<file path="src/rtl/awd_defines.vh">
// Register offsets, field positions, reset values and timing counts of the watchdog.
`ifndef AWD_DEFINES_VH
`define AWD_DEFINES_VH
// ==========================================================================
// Register indexes; a register's byte address is four times its index.
// ==========================================================================
`define AWD_IDX_UNITS     8'hF1
`define AWD_IDX_VALUE     8'hF2
`define AWD_IDX_CONFIG    8'hF3
`define AWD_IDX_CONTROL   8'hF4
`define AWD_IDX_IRQ_STAT  8'hF5
`define AWD_IDX_IRQ_MASK  8'hF6
`define AWD_ADDR_W        12
// ==========================================================================
// Field positions.
// ==========================================================================
`define AWD_UNITS_SEC_BIT 7
`define AWD_CFG_GAME_BIT  0
`define AWD_CFG_KBD_BIT   1
`define AWD_CFG_MOUSE_BIT 2
`define AWD_CFG_MAP_HI    7
`define AWD_CFG_MAP_LO    4
`define AWD_CTL_STAT_BIT  0
`define AWD_CTL_FORCE_BIT 2
`define AWD_CTL_KBC_BIT   3
`define AWD_MAP_OFF       4'h0
`define AWD_MAP_IRQ1      4'h1
`define AWD_MAP_IRQ3      4'hF
`define AWD_RESET_VAL     8'h00
// ==========================================================================
// Timing: one second at 100 MHz, sixty seconds to the minute.
// ==========================================================================
`define AWD_CLK_HZ        100000000
`define AWD_SEC_PER_MIN   60
`define AWD_RESP_OKAY     2'b00
`define AWD_RESP_SLVERR   2'b10
`endif

</file>
<file path="src/rtl/awd_watchdog.v">
// Auxiliary watchdog timer with an AXI4-Lite register slave.
//
// Behaviour
// - Units register bit 7 picks count unit: zero minutes (default), one seconds.
// - A timeout value of zero keeps the watchdog disabled.
// - Nonzero timeout value counts that many selected units.
// - Game-port access restarts the count when config bit 0 is set.
// - Keyboard interrupt restarts the count when config bit 1 is set.
// - Mouse interrupt restarts the count when config bit 2 is set.
// - Config upper nibble routes interrupt: 0 off, 1 IRQ1, F IRQ3; 2 invalid.
// - Control bit 0 reads one after timeout, zero while counting; software writable.
// - Writing control bit 2 forces a timeout; the bit clears itself.
// - With control bit 3 set, kbc gate rising edge forces a timeout.
//
// Added by the designer: the AXI4-Lite slave port.
`timescale 1ns/1ps
`default_nettype none
`include "awd_defines.vh"
module awd_watchdog #(
    parameter integer TICKS_PER_SEC = `AWD_CLK_HZ,
    parameter integer SEC_PER_MIN   = `AWD_SEC_PER_MIN
) (
    input  wire                    aclk,
    input  wire                    aresetn,
    input  wire [`AWD_ADDR_W-1:0]  s_axi_awaddr,
    input  wire                    s_axi_awvalid,
    output reg                     s_axi_awready,
    input  wire [31:0]             s_axi_wdata,
    input  wire [3:0]              s_axi_wstrb,
    input  wire                    s_axi_wvalid,
    output reg                     s_axi_wready,
    output reg  [1:0]              s_axi_bresp,
    output reg                     s_axi_bvalid,
    input  wire                    s_axi_bready,
    input  wire [`AWD_ADDR_W-1:0]  s_axi_araddr,
    input  wire                    s_axi_arvalid,
    output reg                     s_axi_arready,
    output reg  [31:0]             s_axi_rdata,
    output reg  [1:0]              s_axi_rresp,
    output reg                     s_axi_rvalid,
    input  wire                    s_axi_rready,
    input  wire                    game_port_access,
    input  wire                    kbd_irq_event,
    input  wire                    mouse_irq_event,
    input  wire                    kbc_gate_output,
    output reg                     irq1_ff,
    output reg                     irq3_ff,
    output reg                     irq_ff
);
// ==========================================================================
// Register byte addresses: each register sits on its own aligned word.
// ==========================================================================
localparam [`AWD_ADDR_W-1:0] ADDR_UNITS  = {2'b00, `AWD_IDX_UNITS, 2'b00};
localparam [`AWD_ADDR_W-1:0] ADDR_VALUE  = {2'b00, `AWD_IDX_VALUE, 2'b00};
localparam [`AWD_ADDR_W-1:0] ADDR_CONFIG = {2'b00, `AWD_IDX_CONFIG, 2'b00};
localparam [`AWD_ADDR_W-1:0] ADDR_CTRL   = {2'b00, `AWD_IDX_CONTROL, 2'b00};
localparam [`AWD_ADDR_W-1:0] ADDR_ISTAT  = {2'b00, `AWD_IDX_IRQ_STAT, 2'b00};
localparam [`AWD_ADDR_W-1:0] ADDR_IMASK  = {2'b00, `AWD_IDX_IRQ_MASK, 2'b00};

// ==========================================================================
// Registers.
// ==========================================================================
reg  [7:0]  units_ff;
reg  [7:0]  value_ff;
reg  [7:0]  config_ff;
reg         status_ff;
reg         force_ff;
reg         kbc_en_ff;
reg         kbc_dly_ff;
reg         istat_ff;
reg         imask_ff;
reg  [31:0] tick_ff;
reg  [5:0]  sub_ff;
reg  [7:0]  count_ff;
reg         aw_hold_ff;
reg         w_hold_ff;
reg  [`AWD_ADDR_W-1:0] awaddr_ff;
reg  [31:0] wdata_ff;
reg  [3:0]  wstrb_ff;

wire aw_fire = s_axi_awvalid & s_axi_awready;
wire w_fire  = s_axi_wvalid & s_axi_wready;
wire have_aw = aw_hold_ff | aw_fire;
wire have_w  = w_hold_ff | w_fire;
wire [`AWD_ADDR_W-1:0] waddr = aw_hold_ff ? awaddr_ff : s_axi_awaddr;
wire [31:0] wdat = w_hold_ff ? wdata_ff : s_axi_wdata;
wire        wlane0 = w_hold_ff ? wstrb_ff[0] : s_axi_wstrb[0];
wire do_wr = have_aw & have_w & ~s_axi_bvalid;
wire wr0   = do_wr & wlane0;
wire wr_units  = wr0 & (waddr == ADDR_UNITS);
wire wr_value  = wr0 & (waddr == ADDR_VALUE);
wire wr_config = wr0 & (waddr == ADDR_CONFIG);
wire wr_ctrl   = wr0 & (waddr == ADDR_CTRL);
wire wr_istat  = wr0 & (waddr == ADDR_ISTAT);
wire wr_imask  = wr0 & (waddr == ADDR_IMASK);
wire wr_mapped = wr_units | wr_value | wr_config | wr_ctrl | wr_istat | wr_imask;
wire addr_ok_w = (waddr >= ADDR_UNITS) & (waddr <= ADDR_IMASK);

// ==========================================================================
// Watchdog core.
// ==========================================================================
wire enabled   = (value_ff != 8'h00);
// The gate output may stay high indefinitely, so only its rising edge counts;
// the delay register resets low to match the idle level of the pin.
wire kbc_edge  = kbc_en_ff & kbc_gate_output & ~kbc_dly_ff;
wire forced    = force_ff | kbc_edge;
wire reload    = (config_ff[`AWD_CFG_GAME_BIT] & game_port_access)
               | (config_ff[`AWD_CFG_KBD_BIT] & kbd_irq_event)
               | (config_ff[`AWD_CFG_MOUSE_BIT] & mouse_irq_event)
               | wr_value;
wire sec_tick  = (tick_ff == TICKS_PER_SEC - 1);
wire unit_tick = sec_tick & (units_ff[`AWD_UNITS_SEC_BIT] |
                 (sub_ff == SEC_PER_MIN[5:0] - 6'd1));
// Expiry is blocked while status is set, so a stopped timer raises no second
// event until software or a reload clears it.
wire expire    = enabled & ~reload & ~status_ff & unit_tick & (count_ff == 8'h01);
wire timeout   = expire | forced;
wire [3:0] map = config_ff[`AWD_CFG_MAP_HI:`AWD_CFG_MAP_LO];

always @(posedge aclk)
begin
    if (!aresetn)
    begin
        tick_ff    <= 32'h0000_0000;
        sub_ff     <= 6'h00;
        count_ff   <= 8'h00;
        status_ff  <= 1'b0;
        force_ff   <= 1'b0;
        kbc_en_ff  <= 1'b0;
        kbc_dly_ff <= 1'b0;
        istat_ff   <= 1'b0;
    end
    else
    begin
        kbc_dly_ff <= kbc_gate_output;
        // The sub-unit prescaler restarts on reload so a full unit always elapses.
        if (reload || !enabled || sec_tick)
            tick_ff <= 32'h0000_0000;
        else
            tick_ff <= tick_ff + 32'h0000_0001;
        if (reload || !enabled || unit_tick)
            sub_ff <= 6'h00;
        else if (sec_tick)
            sub_ff <= sub_ff + 6'h01;
        if (reload)
            count_ff <= wr_value ? wdat[7:0] : value_ff;
        else if (enabled && unit_tick && count_ff != 8'h00)
            count_ff <= count_ff - 8'h01;
        // A timeout in the same cycle as a software clear wins.
        if (timeout)
            status_ff <= 1'b1;
        else if (wr_ctrl)
            status_ff <= wdat[`AWD_CTL_STAT_BIT];
        else if (reload)
            status_ff <= 1'b0;
        // The force pulse lasts one cycle; the read path returns a constant zero for the control bit.
        force_ff <= wr_ctrl & wdat[`AWD_CTL_FORCE_BIT];
        if (wr_ctrl)
            kbc_en_ff <= wdat[`AWD_CTL_KBC_BIT];
        if (timeout)
            istat_ff <= 1'b1;
        else if (wr_istat && wdat[0])
            istat_ff <= 1'b0;
    end
end

// ==========================================================================
// Configuration registers and interrupt outputs.
// ==========================================================================
always @(posedge aclk)
begin
    if (!aresetn)
    begin
        units_ff  <= `AWD_RESET_VAL;
        value_ff  <= `AWD_RESET_VAL;
        config_ff <= `AWD_RESET_VAL;
        imask_ff  <= 1'b0;
        irq1_ff   <= 1'b0;
        irq3_ff   <= 1'b0;
        irq_ff    <= 1'b0;
    end
    else
    begin
        // Only the units bit is stored; the reserved bits read as zero.
        if (wr_units)
            units_ff <= {wdat[`AWD_UNITS_SEC_BIT], 7'h00};
        if (wr_value)
            value_ff <= wdat[7:0];
        // Reserved bit 3 is not stored and reads as zero.
        if (wr_config)
            config_ff <= {wdat[7:4], 1'b0, wdat[2:0]};
        if (wr_imask)
            imask_ff <= wdat[0];
        // The invalid route code 2 and other unlisted codes drive no line.
        irq1_ff <= status_ff & (map == `AWD_MAP_IRQ1);
        irq3_ff <= status_ff & (map == `AWD_MAP_IRQ3);
        // The level interrupt follows the sticky status through the mask; clearing
        // the mask hides the event without losing it.
        irq_ff  <= istat_ff & imask_ff;
    end
end

// ==========================================================================
// AXI4-Lite write channel.
// ==========================================================================
// Address and data may arrive in either order; the first one is parked in a
// hold register until its partner arrives, so a split offer still completes.
always @(posedge aclk)
begin
    if (!aresetn)
    begin
        s_axi_awready <= 1'b0;
        s_axi_wready  <= 1'b0;
        s_axi_bvalid  <= 1'b0;
        s_axi_bresp   <= `AWD_RESP_OKAY;
        aw_hold_ff    <= 1'b0;
        w_hold_ff     <= 1'b0;
        awaddr_ff     <= {`AWD_ADDR_W{1'b0}};
        wdata_ff      <= 32'h0000_0000;
        wstrb_ff      <= 4'h0;
    end
    else
    begin
        s_axi_awready <= ~have_aw & ~s_axi_bvalid & ~s_axi_awready;
        s_axi_wready  <= ~have_w & ~s_axi_bvalid & ~s_axi_wready;
        if (aw_fire)
        begin
            awaddr_ff <= s_axi_awaddr;
        end
        if (w_fire)
        begin
            wdata_ff <= s_axi_wdata;
            wstrb_ff <= s_axi_wstrb;
        end
        if (do_wr)
        begin
            aw_hold_ff    <= 1'b0;
            w_hold_ff     <= 1'b0;
            s_axi_awready <= 1'b0;
            s_axi_wready  <= 1'b0;
            s_axi_bvalid  <= 1'b1;
            s_axi_bresp   <= (addr_ok_w && (wr_mapped || !wlane0)) ?
                             `AWD_RESP_OKAY : `AWD_RESP_SLVERR;
        end
        else
        begin
            aw_hold_ff <= have_aw;
            w_hold_ff  <= have_w;
            if (s_axi_bvalid && s_axi_bready)
                s_axi_bvalid <= 1'b0;
        end
    end
end

// ==========================================================================
// AXI4-Lite read channel.
// ==========================================================================
always @(posedge aclk)
begin
    if (!aresetn)
    begin
        s_axi_arready <= 1'b0;
        s_axi_rvalid  <= 1'b0;
        s_axi_rdata   <= 32'h0000_0000;
        s_axi_rresp   <= `AWD_RESP_OKAY;
    end
    else
    begin
        // Ready is offered on alternate idle cycles; a held request is taken at the
        // next offer, and no further read is taken until the answer is accepted.
        s_axi_arready <= ~s_axi_rvalid & ~s_axi_arready;
        if (s_axi_arvalid && s_axi_arready)
        begin
            s_axi_arready <= 1'b0;
            s_axi_rvalid  <= 1'b1;
            s_axi_rresp   <= `AWD_RESP_OKAY;
            case (s_axi_araddr)
                ADDR_UNITS:  s_axi_rdata <= {24'h000000, units_ff};
                ADDR_VALUE:  s_axi_rdata <= {24'h000000, value_ff};
                ADDR_CONFIG: s_axi_rdata <= {24'h000000, config_ff};
                ADDR_CTRL:   s_axi_rdata <= {28'h0000000, kbc_en_ff, 2'b00, status_ff};
                ADDR_ISTAT:  s_axi_rdata <= {31'h00000000, istat_ff};
                ADDR_IMASK:  s_axi_rdata <= {31'h00000000, imask_ff};
                default:
                begin
                    s_axi_rdata <= 32'h0000_0000;
                    s_axi_rresp <= `AWD_RESP_SLVERR;
                end
            endcase
        end
        else if (s_axi_rvalid && s_axi_rready)
        begin
            s_axi_rvalid <= 1'b0;
        end
    end
end

endmodule // awd_watchdog
`default_nettype wire

</file>
<file path="config.mk">
export PLATFORM = sky130hd
export DESIGN_NAME = awd_watchdog
export DESIGN_NICKNAME = d
export VERILOG_FILES = /design/src/rtl/awd_watchdog.v
export VERILOG_INCLUDE_DIRS = /design/src /design/src/rtl
export SDC_FILE = /design/constraint.sdc
export NUM_CORES = 1
export LEC_CHECK = 0
export BUFFER_PORTS_ARGS = -buffer_cell sky130_fd_sc_hd__buf_4
export CAP_MARGIN = 0
export CORE_UTILIZATION = 50
export CTS_CLUSTER_DIAMETER = 60
export DETAILED_ROUTE_END_ITERATION = 12
export PLACE_DENSITY = 0.74
export SYNTH_ARGS = -nofsm -noshare
export SYNTH_HDL_FRONTEND = slang
export SYNTH_SLANG_ARGS = --single-unit
</file>
<file path="constraint.sdc">
create_clock -name aclk -period 2.4 [get_ports aclk]
set_input_delay 0.24 -clock aclk [delete_from_list [all_inputs] [get_ports aclk]]
set_output_delay 0.24 -clock aclk [all_outputs]
set_load 0.005 [all_outputs]
</file>
* Word-level counts from Yosys, hierarchy flattened
Index checks and enable logic that the tools add are counted.
W data, S select, Z words.
** Cells by class
- Bitwise gates (word level) :: 55
- $add $sub $neg :: 3
- Muxes and demuxes :: 18
- $lt $le $gt $ge :: 2
- Equal/unequal tests :: 17
- Reduce and logical (&&, ||, !) cells :: 25
** Operators by type and width (count)
- $eq A12 B10 Y1 const B :: 12
- $pmux W8 S6 :: 1
- $add A32 B1 Y32 const B :: 1
- $eq A32 B27 Y1 const B :: 1
- $mux W8 :: 4
- $and A1 B1 Y1 :: 31
- $reduce_bool A8 Y1 :: 2
- $or A1 B1 Y1 :: 13
- $ge A12 B10 Y1 const B :: 1
- $le A12 B10 Y1 const B :: 1
- $mux W12 :: 1
- $not A1 Y1 :: 11
- $mux W1 :: 10
- $eq A8 B1 Y1 const B :: 1
- $reduce_bool A2 Y1 :: 4
- $reduce_or A2 Y1 :: 4
- $sub A8 B1 Y8 const B :: 1
- $logic_and A1 B1 Y1 :: 7
- $add A6 B1 Y6 const B :: 1
- $eq A6 B6 Y1 const B :: 1
- $reduce_or A6 Y1 :: 1
- $eq A4 B1 Y1 const B :: 1
- $eq A4 B4 Y1 const B :: 1
- $logic_or A1 B1 Y1 :: 4
- other kinds (3) :: 5
** Word-level totals
- Word-level logic and storage cells :: 148
- Flip-flop bits (word level) :: 135
- Input port bits :: 71

* Longest topological paths before layout
Gate-level depths: netlist (run 1).
- Word-level depth :: 14
- Mapped depth :: 9
- Gate-level depth less buffers :: 7

* Least setup slack after synthesis (run 1)
OpenSTA, ideal clock, no wires.
- Kind :: flip-flop to flip-flop
- Start point :: reg s_axi_awready
- End point :: reg tick_ff[2]
- Clock period less this slack :: 2.149 ns
- Setup slack :: 0.251 ns
- Cell stages (with the launch flop) :: 9
- Required time :: 2.283 ns
- Setup time :: 0.117 ns
- Arrival :: 2.032 ns
- Buffers on the path :: 2
- Path through :: dfxtp_1 -> a21oi_1 -> or4_1 -> nor4_4 -> nor2b_1 -> buf_2 -> nand4_2 -> buf_2 -> nor2_1
** Between the ends
- Cells in the longest elaborated chain, start to end :: 10
** RTL lines
- start, declared :: line awd_watchdog.v:27 : output reg s_axi_awready,
- start signal, assigned :: line awd_watchdog.v:224 : s_axi_awready <= ~have_aw & ~s_axi_bvalid & ~s_axi_awready;
- $and A1 B1 Y1 :: line awd_watchdog.v:81 : wire aw_fire = s_axi_awvalid & s_axi_awready;
- $or A1 B1 Y1 :: line awd_watchdog.v:83 : wire have_aw = aw_hold_ff | aw_fire;
- $and A1 B1 Y1 (2 in a row) :: line awd_watchdog.v:88 : wire do_wr = have_aw & have_w & ~s_axi_bvalid;
- $and A1 B1 Y1 :: line awd_watchdog.v:89 : wire wr0 = do_wr & wlane0;
- $and A1 B1 Y1 :: line awd_watchdog.v:91 : wire wr_value = wr0 & (waddr == ADDR_VALUE);
- $or A1 B1 Y1 :: line awd_watchdog.v:107 : wire reload = (config_ff[`AWD_CFG_GAME_BIT] & game_port_access)
- $logic_or A1 B1 Y1 (2 in a row) :: line awd_watchdog.v:137 : if (reload || !enabled || sec_tick)
- $reduce_or A2 Y1 (no source line)
- end signal, assigned :: line awd_watchdog.v:140 : tick_ff <= tick_ff + 32'h0000_0001;
- end, declared :: line awd_watchdog.v:72 : reg [31:0] tick_ff;
Every way passes these cells.
A chain may end at the register's enable or synchronous reset.

* Final worst setup path (run 1)
- Start point :: reg tick_ff[19]
- End point :: reg sub_ff[4]
** Between the ends
- Cells in the longest elaborated chain, start to end :: 4
** RTL lines
- $eq A32 B27 Y1 (*) :: line awd_watchdog.v:111 : wire sec_tick = (tick_ff == TICKS_PER_SEC - 1);
- $and A1 B1 Y1 :: line awd_watchdog.v:112 : wire unit_tick = sec_tick & (units_ff[`AWD_UNITS_SEC_BIT] |
- $logic_or A1 B1 Y1 :: line awd_watchdog.v:141 : if (reload || !enabled || unit_tick)
- $reduce_or A2 Y1 (no source line)
- end signal, assigned :: line awd_watchdog.v:144 : sub_ff <= sub_ff + 6'h01;
- end, declared :: line awd_watchdog.v:73 : reg [5:0] sub_ff;
Every way passes the cells marked *; elsewhere a longest branch is shown, timed or not.

==> results.sh, run 1 <==
export IMPL_drtAntennaViolNets=0
export IMPL_maxCapViolCount=0
export IMPL_final_common_cell="dfxtp_1"
export IMPL_fillers=891
export IMPL_p_comb_share_pct=8.9
export IMPL_antenna_cells=0
export IMPL_finalHoldViolCount=0
export IMPL_synth_main_ff_cell="dfxtp_1"
export IMPL_synth_xor_area_share_pct=5.915
export IMPL_start_kind="flip-flop"
export IMPL_start_util_pct=51.63
export IMPL_synthTopCellsByArea="dfxtp_1 41%, nor2_1 6.1%, nand2_1 5.5%, mux2i_1 5.1%, a21oi_1 3.8%"
export IMPL_clock_power_share_pct=34.7
export IMPL_path_cells="or4b_4 > nor4_4 > nand4_4 > buf_4 > or4_1 > a21oi_1"
export IMPL_drv_slew=0
export IMPL_synth_edf_count=0
export IMPL_routed_wl_mm=11.48
export IMPL_syn_avg_cell_area_um2=8.501
export IMPL_netlist_area_leader_share_pct=40.94
export IMPL_cts_buffer_depth=2
export IMPL_synthArstFlopShare_pct=0
export IMPL_fmax_ghz=0.4372
export IMPL_synth_area_leader_cell="dfxtp_1"
export IMPL_slowest_delay_ps=550
export IMPL_grt_pass1_vias=4377
export IMPL_seq_area_frac_synth_pct=40.94
export IMPL_synth_simple_area_share_pct=27.61
export IMPL_final_cell_mix="109 x dfxtp_1, 86 x nor2_1, 82 x buf_4"
export IMPL_htreeDepth=3
export IMPL_tritoncts="done"
export IMPL_rsz0062_at_grt="yes"
export IMPL_worst_pin_slew_ps=625.4
export IMPL_hp_class="input pin to flip-flop"
export IMPL_cpMaxStageDelayCell="or4b_4"
export IMPL_period_minus_slack_ps=2287
export IMPL_fin_nets=772
export IMPL_fp_dieH_um=105.3
export IMPL_p_sw_share_pct=25.28
export IMPL_p_leak_uw=0.002358
export IMPL_synth_top_family_by_area="simple AND/OR/NAND/NOR gates"
export IMPL_worstPathArrival_ps=2580
export IMPL_grt_pass1_wl_mm=19.67
export IMPL_synth_cells=627
export IMPL_overflow=0
export IMPL_clock_latency_ps=380
export IMPL_numCtsBuffers=9
export IMPL_required_ps=2700
export IMPL_syn_area_mm2=0.005330
export IMPL_path_max_fanout=8
export IMPL_hpwl_mm=8.568
export IMPL_path_class="flip-flop to flip-flop"
export IMPL_area_growth_pct=15.68
export IMPL_holdBufCountCts=0
export IMPL_drc=0
export IMPL_root_buffer="clkbuf_8"
export IMPL_powerDensity_mw_per_mm2=536.8
export IMPL_ios=115
export IMPL_placementRows=37
export IMPL_finalSetupViolations=0
export IMPL_wl_met1_mm=5.156
export IMPL_status="finished clean"
export IMPL_synth_compound_area_share_pct=10.77
export IMPL_first_pass_iters=4
export IMPL_ys_warn_count=0
export IMPL_wl_per_cell_um=13.70
export IMPL_highest_layer="met4"
export IMPL_synth_area_mux_share_pct=7.606
export IMPL_seqPwrFrac_pct=56.4
export IMPL_grt_max_degree=38
export IMPL_path_clk_slew_ps=100
export IMPL_die_area_mm2=0.01108
export IMPL_ir_drop_mv=0.3408
export IMPL_final_util_pct=59.73
export IMPL_max_slew_margin_rel_pct=57.72
export IMPL_wl_met3_um=659
export IMPL_port_buffers=61
export IMPL_intPower_uw=2473
export IMPL_dieWidth_um=105.3
export IMPL_place_area_mm2=0.005939
export IMPL_grtUsageTotal_pct=21.72
export IMPL_core_area_mm2=0.01032
export IMPL_clock_skew_ps=20.06
export IMPL_synth_fa_ha_area_share_pct=0.9390
export IMPL_synth_seq_cells=109
export IMPL_p_sw_uw=836.8
export IMPL_drtIter0Drc=260
export IMPL_post_route_period_util_pct=95.30
export IMPL_clock_sinks=109
export IMPL_fin_area_mm2=0.006166
export IMPL_critPathCaptureType="flip-flop"
export IMPL_via_count=4543
export IMPL_grt_antenna_before_repair=0
export IMPL_synthDistinctLibCells=56
export IMPL_wl_met2_mm=5.548
export IMPL_gp_congestion=0.8360
export IMPL_routed_via_density=5.421
export IMPL_layout_drive_gt1_share_pct=18.52
## path summary, 6_finish.rpt
kind,start,end,slack (ps),cells after the start
setup / recovery,tick_ff[19],sub_ff[4],110,6
hold / removal,kbc_gate_output,kbc_dly_ff,90,2
setup reg to reg,tick_ff[19],sub_ff[4],110,6
hold reg to reg,awaddr_ff[6],awaddr_ff[6],460,2
## state kept, by name (all words and copies together), names as in the netlist, 6 cells and up
signal       flops
tick_ff         32
awaddr_ff       12
count_ff         8
s_axi_rdata      8
value_ff         8
wdata_ff         8
config_ff        7
sub_ff           6
## worst max-delay path: cells and delay by family (launching register included)
kind / cells / cell delay [ps]
flip-flops: 1 / 320
buffers and inverters: 1 / 220
AO/OA/AOI/OAI: 1 / 170
AND/OR/NAND/NOR: 4 / 1500
## metal layers
metal | vias up | track usage [%]
li1 | 2281 | -
met1 | 2129 | 27.06
met2 | 125 | 37.27
met3 | 8 | 4.267
met4 | 0 | 7.646
met5 | - | 0
## synth_stat cells (10+ instances only)
master	n
nor2_1	86
mux2_2	12
a21oi_1	41
dfxtp_1	109
xnor2_1	20
nand3_1	25
nor3_1	22
clkbuf_1	12
buf_4	26
nand2_1	78
xor2_1	16
and3_1	10
inv_1	10
mux2i_1	27
## power by group through the flow
stage / Sequential [uW] / Combinational, uW / Clock [uW]
after detailed placement: 1910 / 291 / 0
after global placement: 1910 / 284 / 0
after floorplan: 1900 / 198 / 0
final: 1870 / 294 / 1150
after CTS: 1870 / 292 / 1180
after global routing: 1870 / 325 / 1260
## cells by family (layout without fill, tap and decap cells)
family / count (synthesis) / count (layout)
xor+xnor: 36 / 36
mux: 39 / 39
compound gates: 87 / 87
other cells: 1 / 26
simple gates: 292 / 292
fa+ha+maj: 4 / 4
flops: 109 / 109
buf+inv: 59 / 109
## through the flow
| step | TNS (ps) | setup slack, ps | power [uW] | hold slack (ps) | instances |
|---|---|---|---|---|---|
| after detailed placement | 0 | 129.7 | 2201 | 446.7 | 822 |
| after global routing | -4.146 | -4.146 | 3463 | 83.39 | 838 |
| after floorplan | 0 | 250.7 | 2100 | 361.7 | 652 |
| after CTS | 0 | 78.25 | 3343 | 81.01 | 838 |
| final | 0 | 112.7 | 3310 | 89.15 | 838 |
| after global placement | 0 | 184.1 | 2191 | 435.6 | 822 |
## cell type report
class                      count  area, um^2  share of cell area (%)
clock inverter                 7       78.83                   1.278
timing repair buffer          83       635.6                   10.31
clock buffer                   9       123.9                   2.009
multi-input combinational    484        2938                   47.65
inverter                      10       37.54                  0.6088
sequential                   109        2182                   35.39
tap                          136       170.2                   2.760
## timing repair
action	4_1_cts	5_1_grt
setup buffers	0	0
resized for setup	0	6
setup endpoints to repair	0	42
Power figures use the tool's default switching activity.
==> inputs of run 2 (changes only) <==
--- a/config.mk
+++ b/config.mk
@@ -8,10 +8,13 @@
 export LEC_CHECK = 0
 export BUFFER_PORTS_ARGS = -buffer_cell sky130_fd_sc_hd__buf_4
 export CAP_MARGIN = 0
+export CORE_ASPECT_RATIO = 1.25
 export CORE_UTILIZATION = 50
 export CTS_CLUSTER_DIAMETER = 60
 export DETAILED_ROUTE_END_ITERATION = 12
+export HOLD_SLACK_MARGIN = 0.02
 export PLACE_DENSITY = 0.74
+export SKIP_LAST_GASP = 1
 export SYNTH_ARGS = -nofsm -noshare
 export SYNTH_HDL_FRONTEND = slang
 export SYNTH_SLANG_ARGS = --single-unit
==> run 2 against run 1 <==
  * Critical path depth did not move
  * Non-clock buffer count fell by 1
  * Combinational power barely moved
  * Worst setup slack got worse by 51 ps
  * Hold slack improved by 18 ps
  * Sequential cell count did not move
  * Critical path type unchanged
  * Highest routed layer unchanged
==> results.sh, run 2 (synthesis gave the netlist of run 1 again) <==
export IMPL_drtIter0Drc=222
export IMPL_layout_drive_gt1_share_pct=18.17
export IMPL_worstPathArrival_ps=2610
export IMPL_path_max_fanout=8
export IMPL_critPathCaptureType="flip-flop"
export IMPL_place_area_mm2=0.005923
export IMPL_power_uw=3533
export IMPL_fin_nets=771
export IMPL_hpwl_mm=9.009
export IMPL_powerDensity_mw_per_mm2=567.0
export IMPL_routed_via_density=5.495
export IMPL_routed_wl_mm=12.11
export IMPL_max_slew_margin_rel_pct=52.33
export IMPL_path_clk_slew_ps=70
export IMPL_fin_area_mm2=0.006231
export IMPL_antenna_cells=0
export IMPL_grt_pass1_wl_mm=20.53
export IMPL_path_cells="or4_4 > nor4_4 > nand4_4 > buf_4 > or4_1 > a21oi_1"
export IMPL_p_leak_uw=0.002377
export IMPL_grt_antenna_before_repair=0
export IMPL_drv_slew=0
export IMPL_die_area_mm2=0.01108
export IMPL_port_buffers=61
export IMPL_reg2reg_from="tick_ff[17]"
export IMPL_fillers=873
export IMPL_placementRows=41
export IMPL_slowest_delay_ps=550
export IMPL_htreeDepth=3
export IMPL_start_kind="flip-flop"
export IMPL_rsz0062_at_grt="yes"
export IMPL_gp_congestion=0.8237
export IMPL_clock_sinks=109
export IMPL_tritoncts="done"
export IMPL_final_common_cell="dfxtp_1"
export IMPL_required_ps=2680
export IMPL_hp_start="kbc_gate_output"
export IMPL_ios=115
export IMPL_clock_latency_ps=350
export IMPL_worst_pin_slew_ps=705.1
export IMPL_period_minus_slack_ps=2339
export IMPL_path_class="flip-flop to flip-flop"
export IMPL_post_route_period_util_pct=97.44
export IMPL_finalSetupViolations=0
export IMPL_fmax_ghz=0.4276
export IMPL_via_count=4550
export IMPL_first_pass_iters=4
export IMPL_reg_top3="tick_ff: 32 flops, awaddr_ff: 12 flops"
export IMPL_finalHoldViolCount=0
export IMPL_area_growth_pct=16.90
export IMPL_pre_cts_slack_ps=82.86
export IMPL_dieWidth_um=94.35
export IMPL_grt_max_degree=35
export IMPL_numCtsBuffers=9
export IMPL_drc=0
export IMPL_critical_path_startpoint="tick_ff[17]"
export IMPL_root_buffer="clkbuf_16"
export IMPL_regMostFlops="tick_ff"
export IMPL_final_cell_mix="109 x dfxtp_1, 86 x nor2_1, 81 x buf_4"
export IMPL_drtAntennaViolNets=0
export IMPL_cpMaxStageDelayCell="or4_4"
export IMPL_cts_buffer_depth=2
export IMPL_ir_drop_mv=0.3475
export IMPL_fp_dieH_um=117.4
export IMPL_grtUsageTotal_pct=23.13
export IMPL_worst_slack_ps=61.45
export IMPL_seq_area_mm2=0.002182
export IMPL_start_util_pct=52.21
export IMPL_clock_skew_ps=6.003
export IMPL_grt_pass1_vias=4486
export IMPL_overflow=0
export IMPL_multiInputGateArea_mm2=0.002955
export IMPL_status="finished clean"
export IMPL_core_area_mm2=0.01021
export IMPL_wl_per_cell_um=14.63
export IMPL_largest_register_ffs=32
export IMPL_holdBufCountCts=0
export IMPL_maxCapViolCount=0
export IMPL_hp_class="input pin to flip-flop"
[run 2: cell types whose count changed in the layout (fill, tap and decap cells not counted), sizes merged]
| cell | change |
|---|---|
| bufinv | -1 |
| clkinv | +1 |
| buf | -1 |
| clkbuf | +3 |
| inv | -5 |
[run 2: worst paths after layout]
path	endpoint	slack, ps	cells after the start
worst min register to register	wdata_ff[6]	460	2
worst min-delay path	kbc_dly_ff	110	2
worst max register to register	sub_ff[4]	60	6
worst max-delay path	sub_ff[4]	60	6
[run 2: metal layers]
metal	part of all wire, %	up-vias	track usage, %	wire length (um)
li1	-	2276	-	-
met1	41	2152	26.90	4977
met2	53	101	40.94	6407
met3	3.9	21	4.669	476
met4	2.1	0	8.365	251
met5	0	-	0	0
[run 2: timing repair]
action	CTS	global route
buffers inserted	0	0
endpoints found under the setup margin	0	33
gates resized for setup	0	8
[run 2: final cells by class]
type | count | share of cell area, %
clock buffer | 12 | 4.116
inverter | 10 | 0.6024
clock inverter | 2 | 0.1606
multi-input combinational | 484 | 47.43
tap | 129 | 2.590
sequential | 109 | 35.02
timing repair buffer | 82 | 10.08
[run 2: where the power goes]
group / total, uW / internal [uW] / switching, uW
combinational: 292 / 130 / 161
clock: 1370 / 746 / 625
sequential: 1870 / 1840 / 29.1
[run 2: metrics by stage]
stage               std cells  TNS [ps]  hold slack, ps  util (%)
finish                    828         0           107.6     61.04
global route              828    -78.53           115.4     61.04
CTS                       828         0           100.8     60.63
detailed placement        814         0           448.5     58.02
global placement          814         0           438.2     58.02
floorplan                 652         0           361.7         -
[run 2: worst max-delay path, delay by kind of cell, from the launching register on]
family | cells | cell delay (ps)
DFF | 1 | 340
and+or+nand+nor | 4 | 1540
buffers and inverters | 1 | 240
AOI/OAI and AO/OA | 1 | 150
